===== config.mk =====
export PLATFORM = sky130hd
export DESIGN_NAME = sar_readout
export DESIGN_NICKNAME = d
export VERILOG_FILES = /design/src/sar_sync.v /design/src/sar_readout.v
export VERILOG_INCLUDE_DIRS = /design/src
export SDC_FILE = /design/constraint.sdc
export NUM_CORES = 1
export LEC_CHECK = 0
export ABC_AREA = 1
export BUFFER_PORTS_ARGS = -buffer_cell sky130_fd_sc_hd__buf_2
export CORE_MARGIN = 5
export CORE_UTILIZATION = 40
export DETAILED_ROUTE_END_ITERATION = 8
export GPL_TIMING_DRIVEN = 0
export PLACE_DENSITY = 0.63
export SLEW_MARGIN = 20
export SYNTH_ARGS = -nofsm -noshare
export SYNTH_HDL_FRONTEND = slang
export SYNTH_SLANG_ARGS = --single-unit

===== constraint.sdc =====
create_clock -name core_clk -period 2.8 [get_ports core_clk]
set_clock_uncertainty 0.05 [all_clocks]
set_input_delay 0.7 -clock core_clk [delete_from_list [all_inputs] [get_ports core_clk]]
set_output_delay 0.7 -clock core_clk [all_outputs]
set_load 0.01 [all_outputs]

===== src/sar_map.vh =====
// sar_map.vh: constants for the converter serial readout block
// assumes: included by the design files by bare name
`ifndef SAR_MAP_VH
`define SAR_MAP_VH

// ----------------------------------------
// result layout
// ----------------------------------------
`define SAR_RES_W 16
`define SAR_RES_MSB 15

// ----------------------------------------
// readout edge counts
// ----------------------------------------
`define SAR_EDGES_BUSY 5'h11
`define SAR_EDGES_PLAIN 5'h10

// ----------------------------------------
// conversion timing
// ----------------------------------------
`define SAR_CLK_PS 4000
`define SAR_TCONV_NS 1000
`define SAR_TCONV_CYC ((`SAR_TCONV_NS * 1000) / `SAR_CLK_PS)

`endif


===== src/sar_sync.v =====
// sar_sync.v: two-flop level synchroniser for one pin input
// assumes: input is asynchronous to clk
`timescale 1ns/10ps
module sar_sync (
   // clock and reset
   input wire clk,
   input wire reset,
   // data
   input wire din,
   output reg dout
);
   reg meta_q;

   always @(posedge clk or posedge reset) begin
      if (reset) begin
         meta_q <= 1'b0;
         dout <= 1'b0;
      end else begin
         meta_q <= din;
         dout <= meta_q;
      end
   end
endmodule


===== src/sar_readout.v =====
// sar_readout.v: conversion start and serial result readout of a 16-bit SAR converter
// assumes: pins arrive asynchronously; sclk much slower than core_clk
// Function
// - serial input low at start edge selects daisy-chain, high selects three- or four-wire
// - three-wire: start edge tri-states output, samples, converts regardless of start pin
// - three-wire busy only when start pin low at conversion end
// - busy end: acquire, release output, drive low busy bit, then MSB first
// - busy readout tri-states at 17th falling edge or select release
// - four-wire: start edge with input high selects chip-select, converts regardless
// - input falling edge releases output with MSB, next bits on falling edges
// - plain four-wire tri-states at 16th falling edge or input high
// - data held stable across both clock edges, changes only after falling
// - output driven low when input and start both low, except in conversion and busy or chain readout
// - start edge loads 16-bit shifter; daisy-chain end drives MSB, enters acquisition
// - daisy-chain falling edge shifts input in and presents next bit
// - result is straight binary over sixteen bits
`timescale 1ns/10ps
`include "sar_map.vh"
module sar_readout #(
   parameter CONV_CYC = `SAR_TCONV_CYC
) (
   // clock and reset
   input wire core_clk,
   input wire reset,
   // host pins
   input wire convert_start_pin,
   input wire serial_in,
   input wire serial_clk,
   output reg serial_out,
   output reg serial_out_en,
   // converter core
   input wire [`SAR_RES_MSB:0] sample_code,
   output reg acquiring,
   output reg result_valid
);

   // ----------------------------------------
   // states
   // ----------------------------------------
   localparam ST_IDLE = 2'h0;
   localparam ST_CONV = 2'h1;
   localparam ST_WAIT = 2'h2;
   localparam ST_READ = 2'h3;
   // idle: line released, or held low by both-low pins
   // conv: internal timer runs, serial clock ignored, start and input read at its end
   // wait: plain four-wire result waits for its select
   // read: bits leave on serial clock falling edges

   // ----------------------------------------
   // synchronisers
   // ----------------------------------------
   wire cs_s;
   wire din_s;
   wire sck_s;
   reg cs_q;
   reg din_q;
   reg sck_q;

   sar_sync u_cs (
      .clk(core_clk),
      .reset(reset),
      .din(convert_start_pin),
      .dout(cs_s)
   );
   sar_sync u_din (
      .clk(core_clk),
      .reset(reset),
      .din(serial_in),
      .dout(din_s)
   );
   sar_sync u_sck (
      .clk(core_clk),
      .reset(reset),
      .din(serial_clk),
      .dout(sck_s)
   );

   // ----------------------------------------
   // pin edges
   // ----------------------------------------
   // sync flops read low for two edges after reset while pins idle high:
   // edges and levels wait until the flops hold real pin values
   reg [1:0] warm_q;
   wire live = (warm_q == 2'h3);
   wire cs_rise = live & cs_s & ~cs_q;
   wire din_fall = live & ~din_s & din_q;
   wire sck_fall = live & ~sck_s & sck_q;
   // both select pins low, data line must be driven low
   wire both_low = live & ~cs_s & ~din_s;

   always @(posedge core_clk or posedge reset) begin
      if (reset) begin
         warm_q <= 2'h0;
         cs_q <= 1'b0;
         din_q <= 1'b0;
         sck_q <= 1'b0;
      end else begin
         if (!live) begin
            warm_q <= warm_q + 2'h1;
         end
         cs_q <= cs_s;
         din_q <= din_s;
         sck_q <= sck_s;
      end
   end

   // ----------------------------------------
   // state
   // ----------------------------------------
   reg [1:0] st_q;
   reg [1:0] st_d;
   reg chain_q;
   reg chain_d;
   reg busy_q;
   reg busy_d;
   reg [31:0] cnt_q;
   reg [31:0] cnt_d;
   reg [4:0] edge_q;
   reg [4:0] edge_d;
   reg [`SAR_RES_MSB:0] sh_q;
   reg [`SAR_RES_MSB:0] sh_d;
   reg out_d;
   reg oe_d;
   reg acq_d;
   reg rv_d;
   // select low: start pin in three-wire, serial input in four-wire
   reg three_q;
   reg three_d;

   wire sel_low = three_q ? ~cs_s : ~din_s;
   wire conv_done = (cnt_q == CONV_CYC - 1);
   // readout falling edges until release; the busy bit costs one more
   wire [4:0] edge_next = edge_q + 5'h01;
   wire [4:0] edge_last = busy_q ? `SAR_EDGES_BUSY : `SAR_EDGES_PLAIN;
   wire edge_end = (edge_next == edge_last);

   always @* begin
      st_d = st_q;
      chain_d = chain_q;
      busy_d = busy_q;
      cnt_d = cnt_q;
      edge_d = edge_q;
      sh_d = sh_q;
      out_d = serial_out;
      oe_d = serial_out_en;
      acq_d = acquiring;
      rv_d = 1'b0;
      three_d = three_q;
      if (cs_rise) begin
         // new conversion, whatever state
         st_d = ST_CONV;
         chain_d = ~din_s;
         three_d = 1'b0;
         busy_d = 1'b0;
         cnt_d = 32'h0000_0000;
         oe_d = 1'b0;
         acq_d = 1'b0;
         sh_d = sample_code;
      end else begin
         case (st_q)
            ST_IDLE: begin
               oe_d = 1'b0;
            end
            ST_CONV: begin
               // runs on core clock only, serial clock ignored; start and input levels read at the end
               cnt_d = cnt_q + 32'h0000_0001;
               if (conv_done) begin
                  acq_d = 1'b1;
                  rv_d = 1'b1;
                  edge_d = 5'h00;
                  if (chain_q) begin
                     // chain output stays driven until the next start edge
                     st_d = ST_READ;
                     oe_d = 1'b1;
                     out_d = sh_q[`SAR_RES_MSB];
                  end else if (~cs_s) begin
                     // start low at end: three-wire with busy
                     three_d = 1'b1;
                     busy_d = 1'b1;
                     st_d = ST_READ;
                     oe_d = 1'b1;
                     out_d = 1'b0;
                  end else if (~din_s) begin
                     busy_d = 1'b1;
                     st_d = ST_READ;
                     oe_d = 1'b1;
                     out_d = 1'b0;
                  end else begin
                     st_d = ST_WAIT;
                  end
               end
            end
            ST_WAIT: begin
               // plain four-wire: result waits for its select to fall
               if (din_fall) begin
                  st_d = ST_READ;
                  oe_d = 1'b1;
                  out_d = sh_q[`SAR_RES_MSB];
               end
            end
            ST_READ: begin
               if (chain_q) begin
                  if (sck_fall) begin
                     sh_d = {sh_q[`SAR_RES_MSB-1:0], din_s};
                     out_d = sh_q[`SAR_RES_MSB-1];
                  end
               end else if (sel_low == 1'b0) begin
                  st_d = ST_IDLE;
                  oe_d = 1'b0;
               end else if (sck_fall) begin
                  edge_d = edge_next;
                  if (edge_end) begin
                     st_d = ST_IDLE;
                     oe_d = 1'b0;
                  end else if (busy_q && edge_q == 5'h00) begin
                     out_d = sh_q[`SAR_RES_MSB];
                  end else begin
                     sh_d = {sh_q[`SAR_RES_MSB-1:0], 1'b0};
                     out_d = sh_q[`SAR_RES_MSB-1];
                  end
               end
            end
            default: begin
               st_d = ST_IDLE;
            end
         endcase
      end
      // both select pins low with no conversion running;
      // busy and chain readouts keep their own bits on the line
      if (both_low && st_d != ST_CONV && !(st_d == ST_READ && busy_d)) begin
         if (!(chain_d && st_d == ST_READ)) begin
            oe_d = 1'b1;
            out_d = 1'b0;
         end
      end
   end

   // ----------------------------------------
   // control registers
   // ----------------------------------------
   always @(posedge core_clk or posedge reset) begin
      if (reset) begin
         st_q <= ST_IDLE;
         chain_q <= 1'b0;
         busy_q <= 1'b0;
         three_q <= 1'b0;
         edge_q <= 5'h00;
      end else begin
         st_q <= st_d;
         chain_q <= chain_d;
         busy_q <= busy_d;
         three_q <= three_d;
         edge_q <= edge_d;
      end
   end

   // ----------------------------------------
   // conversion timer
   // ----------------------------------------
   // counts core clocks only, the serial clock plays no part
   always @(posedge core_clk or posedge reset) begin
      if (reset) begin
         cnt_q <= 32'h0000_0000;
      end else begin
         cnt_q <= cnt_d;
      end
   end

   // ----------------------------------------
   // result shifter
   // ----------------------------------------
   always @(posedge core_clk or posedge reset) begin
      if (reset) begin
         sh_q <= 16'h0000;
      end else begin
         sh_q <= sh_d;
      end
   end

   // ----------------------------------------
   // pin and core outputs, all registered
   // ----------------------------------------
   // acquiring idles high: the core stays in acquisition until a start edge
   always @(posedge core_clk or posedge reset) begin
      if (reset) begin
         serial_out <= 1'b0;
         serial_out_en <= 1'b0;
         acquiring <= 1'b1;
         result_valid <= 1'b0;
      end else begin
         serial_out <= out_d;
         serial_out_en <= oe_d;
         acquiring <= acq_d;
         result_valid <= rv_d;
      end
   end

endmodule


==> results.md <==
- DRT Wirelength: roughly 10 mm
- Clk sink count: 73
- Worst reg2reg startpoint: warm_q[0]
- Total nets after synthesis: between 500 and 600
- Number of port buffers: 24
- Syn Std Cell Area: roughly 4200 um2
- Number of instances resized during post-cts repair: 0
- Worst Setup Start Kind: flop
- Slew @ Worst Pin: roughly 0.66 ns
- Synthesis warning total: 0
- Minimum setup slack in the final design: 0.496 ns
- Post-layout utilization of the core: 0.459
- Flip-flop and latch count after synthesis: 73
- Final weighted congestion in routability-driven placement: roughly 0.92
- Setup repair after global routing missed its margin: no
- Vias/cell: between 5 and 6
- Wire length of the first global-routing pass: approximately 18 mm
- Clock tree from TritonCTS: done
- Diodes inserted: 0
- Pleak: between 0.002 and 0.0025 uW
- Max-slew violation count: 0
- Clk root buf: sky130_fd_sc_hd__clkbuf_8
- Final Hold Vio Count: 0
- Number of ports placed on the die boundary: 25
- Drt drc: 0
- Clk_lat worst skew: roughly 0.36 ns
- Relative slew slack: 0.561
- Total setup violations reported at the end of the flow: 0
- CP endpoint kind: flop
- Total die area: between 10,000 and 15,000 um2
- Share of the clock period used by the worst path: 0.823
- Endpoint required time on the critical path: between 3 and 4 ns
- Main area contributors after synthesis: sky130_fd_sc_hd__dfrtp_1, sky130_fd_sc_hd__nand2_1, sky130_fd_sc_hd__inv_1, sky130_fd_sc_hd__nor2_1, sky130_fd_sc_hd__nand3_1
- Antenna-violating nets left: 0
- Number of global-route vias before repair: 3,771
- Pwr/cell area: approximately 490 nW/um2
- Overflow left after global routing: 0
- Post-synthesis average cell area: roughly 7.7 um2
- Clock slew at reported path FFs: ~0.09 ns
- Wire per inst: 14.1 um
- Shortest period the worst path allows: ~2.3 ns
- Final HPWL from detailed placement: between 7 and 8 mm
- Iteration-0 DRC count of the detailed router: between 200 and 250
- Placeable core area: 10,300 um2
- Worst min-delay path class: in -> async
- Nets@finish: ~600
- Place WS: 0.497 ns
- Outcome: completed
- Post-layout total power: ~2300 uW
- Number of CTS-inserted buffers: 9
- Antenna violations before repair: 0
- Critical Path Start: warm_q[0]
- Initial core utilization: 0.407
- GRT Overall Usage: 0.172
- Maximum count of clock buffers along a single path: 2
- CP Max Fanout: 10
- DIE HEIGHT: around 110 um
- Hold Buf Count CTS: 0
- Max-cap violations: 0
- Number of rows created at floorplan: 37
- Layout Cells excl Fill: between 700 and 800
- Maximum clock frequency: between 400 and 500 MHz
- First-pass DRT Iterations: 5
- Synthesized instance count: 544
- Worst setup path category: reg -> reg
- FILL cells: between 1,000 and 1,500
- Via Count: 3,723
- Post-synth top area share: 0.431
- Pin count of the biggest net entering global routing: 57
- H-tree levels: 3
- Number of buffers inserted to repair setup after CTS: 0
- Cell type with the largest total area after synthesis: sky130_fd_sc_hd__dfrtp_1
- Worst voltage drop across the vdd grid: approximately 360 uV
- Post-route cell area: around 4700 um2
- Area added between synthesis and finish: 12.7%
- Sequential fraction of the synthesis area: 0.437
- Width of the die: ~110 um
- Placed Area: approximately 4500 um2
- Unique cell type count in the Yosys netlist: 46
- Data arrival time of the critical path: between 2 and 3 ns
- Share of layout cells above drive strength 1: 0.140
- Total instance count after detailed placement: 705
flip-flops by register name, summed over array words and instances (netlist names), 2 cells and up:
name    flops
cnt_q      32
st_q        2
warm_q      2
edge_q      5
sh_q       16
synthesized netlist by cell type, drive strengths merged:
master and instances:
nor3b 2, nor4b 1, inv 69, nor4 1, nand4 24, nand3b 2, a21oi 36, o21bai 1
o21ai 34, xnor2 1, xor2 5, nand2 105, nor2 68, o221a 1, a32o 1, or2 1
nor3 31, buf 13, o21a 3, nand3 44, o211ai 4, o31ai 6, a211oi 2, a311oi 1
ha 5, a22oi 2, o311ai 1, dfstp 1, dfrtp 72, clkbuf 3, clkinv 4
layout make-up:
cell class	instances	area, um2	share of cell area
multi-input combinational	382	2000	0.425
sequential	73	1830	0.388
inverter	73	278	0.0589
tap	136	170	0.0361
timing repair buffer	25	148	0.0313
clock buffer	10	138	0.0292
buffer	16	77.6	0.0165
clock inverter	6	72.6	0.0154
metrics by stage:
step	TNS (ns)	hold WS, ns
finish	0	0.232
global route	0	0.234
CTS	0	0.235
detailed placement	0	0.290
global placement	-52.33	0.282
floorplan	0	0.281
power by group:
part	switching, uW	leakage [uW]	internal [uW]
registers	41.2	0.000944	1110
logic	167	0.00113	85.7
clock network	446	0.000104	447
worst paths after layout:
kind / end / slack [ns] / depth (start not counted)
min in group core_clk: u_din.dout / 0.30 / 0
min: cnt_q[14] / 0.23 / 2
max reg2reg: cnt_q[2] / 0.50 / 7
min reg2reg: u_din.dout / 0.30 / 0
max in group asynchronous: acquiring / 1.88 / 3
max: cnt_q[2] / 0.50 / 7
layout by cell type, fill, tap and decap left out, drive strengths merged, types with 2 or more instances in the layout:
cell type and count:
nand2 105, dfrtp 72, inv 72, nor2 68, nand3 44, buf 38
a21oi 36, o21ai 34, nor3 31, nand4 24, clkbuf 13, o31ai 6
xor2 5, ha 5, clkinv 5, o211ai 4, o21a 3, a22oi 2
a211oi 2, nor3b 2, nand3b 2
worst max-delay path, cell delays in order, from the launching register on:
cell and delay, ns:
sky130_fd_sc_hd__dfrtp_1 0.40, sky130_fd_sc_hd__ha_1 0.19, sky130_fd_sc_hd__buf_2 0.16, sky130_fd_sc_hd__nand2_1 0.20, sky130_fd_sc_hd__clkbuf_1 0.43, sky130_fd_sc_hd__buf_1 0.46
sky130_fd_sc_hd__o21ai_0 0.18, sky130_fd_sc_hd__a21oi_1 0.14
kinds of logic after synthesis:
family / count (synthesis) / synth area share
compound gates: 92 / 0.130
xor+xnor: 6 / 0.0126
fa+ha+maj: 5 / 0.0150
buf+inv: 89 / 0.0843
flops: 73 / 0.437
simple gates: 279 / 0.321
routing by layer:
layer,vias up,routed length [um],global-route usage
met2,73,4710,0.275
met3,10,484,0.0388
met1,1748,4890,0.234
met4,0,108,0.0513
met5,-,0,0
li1,1892,-,-
Power figures use the tool's default switching activity.
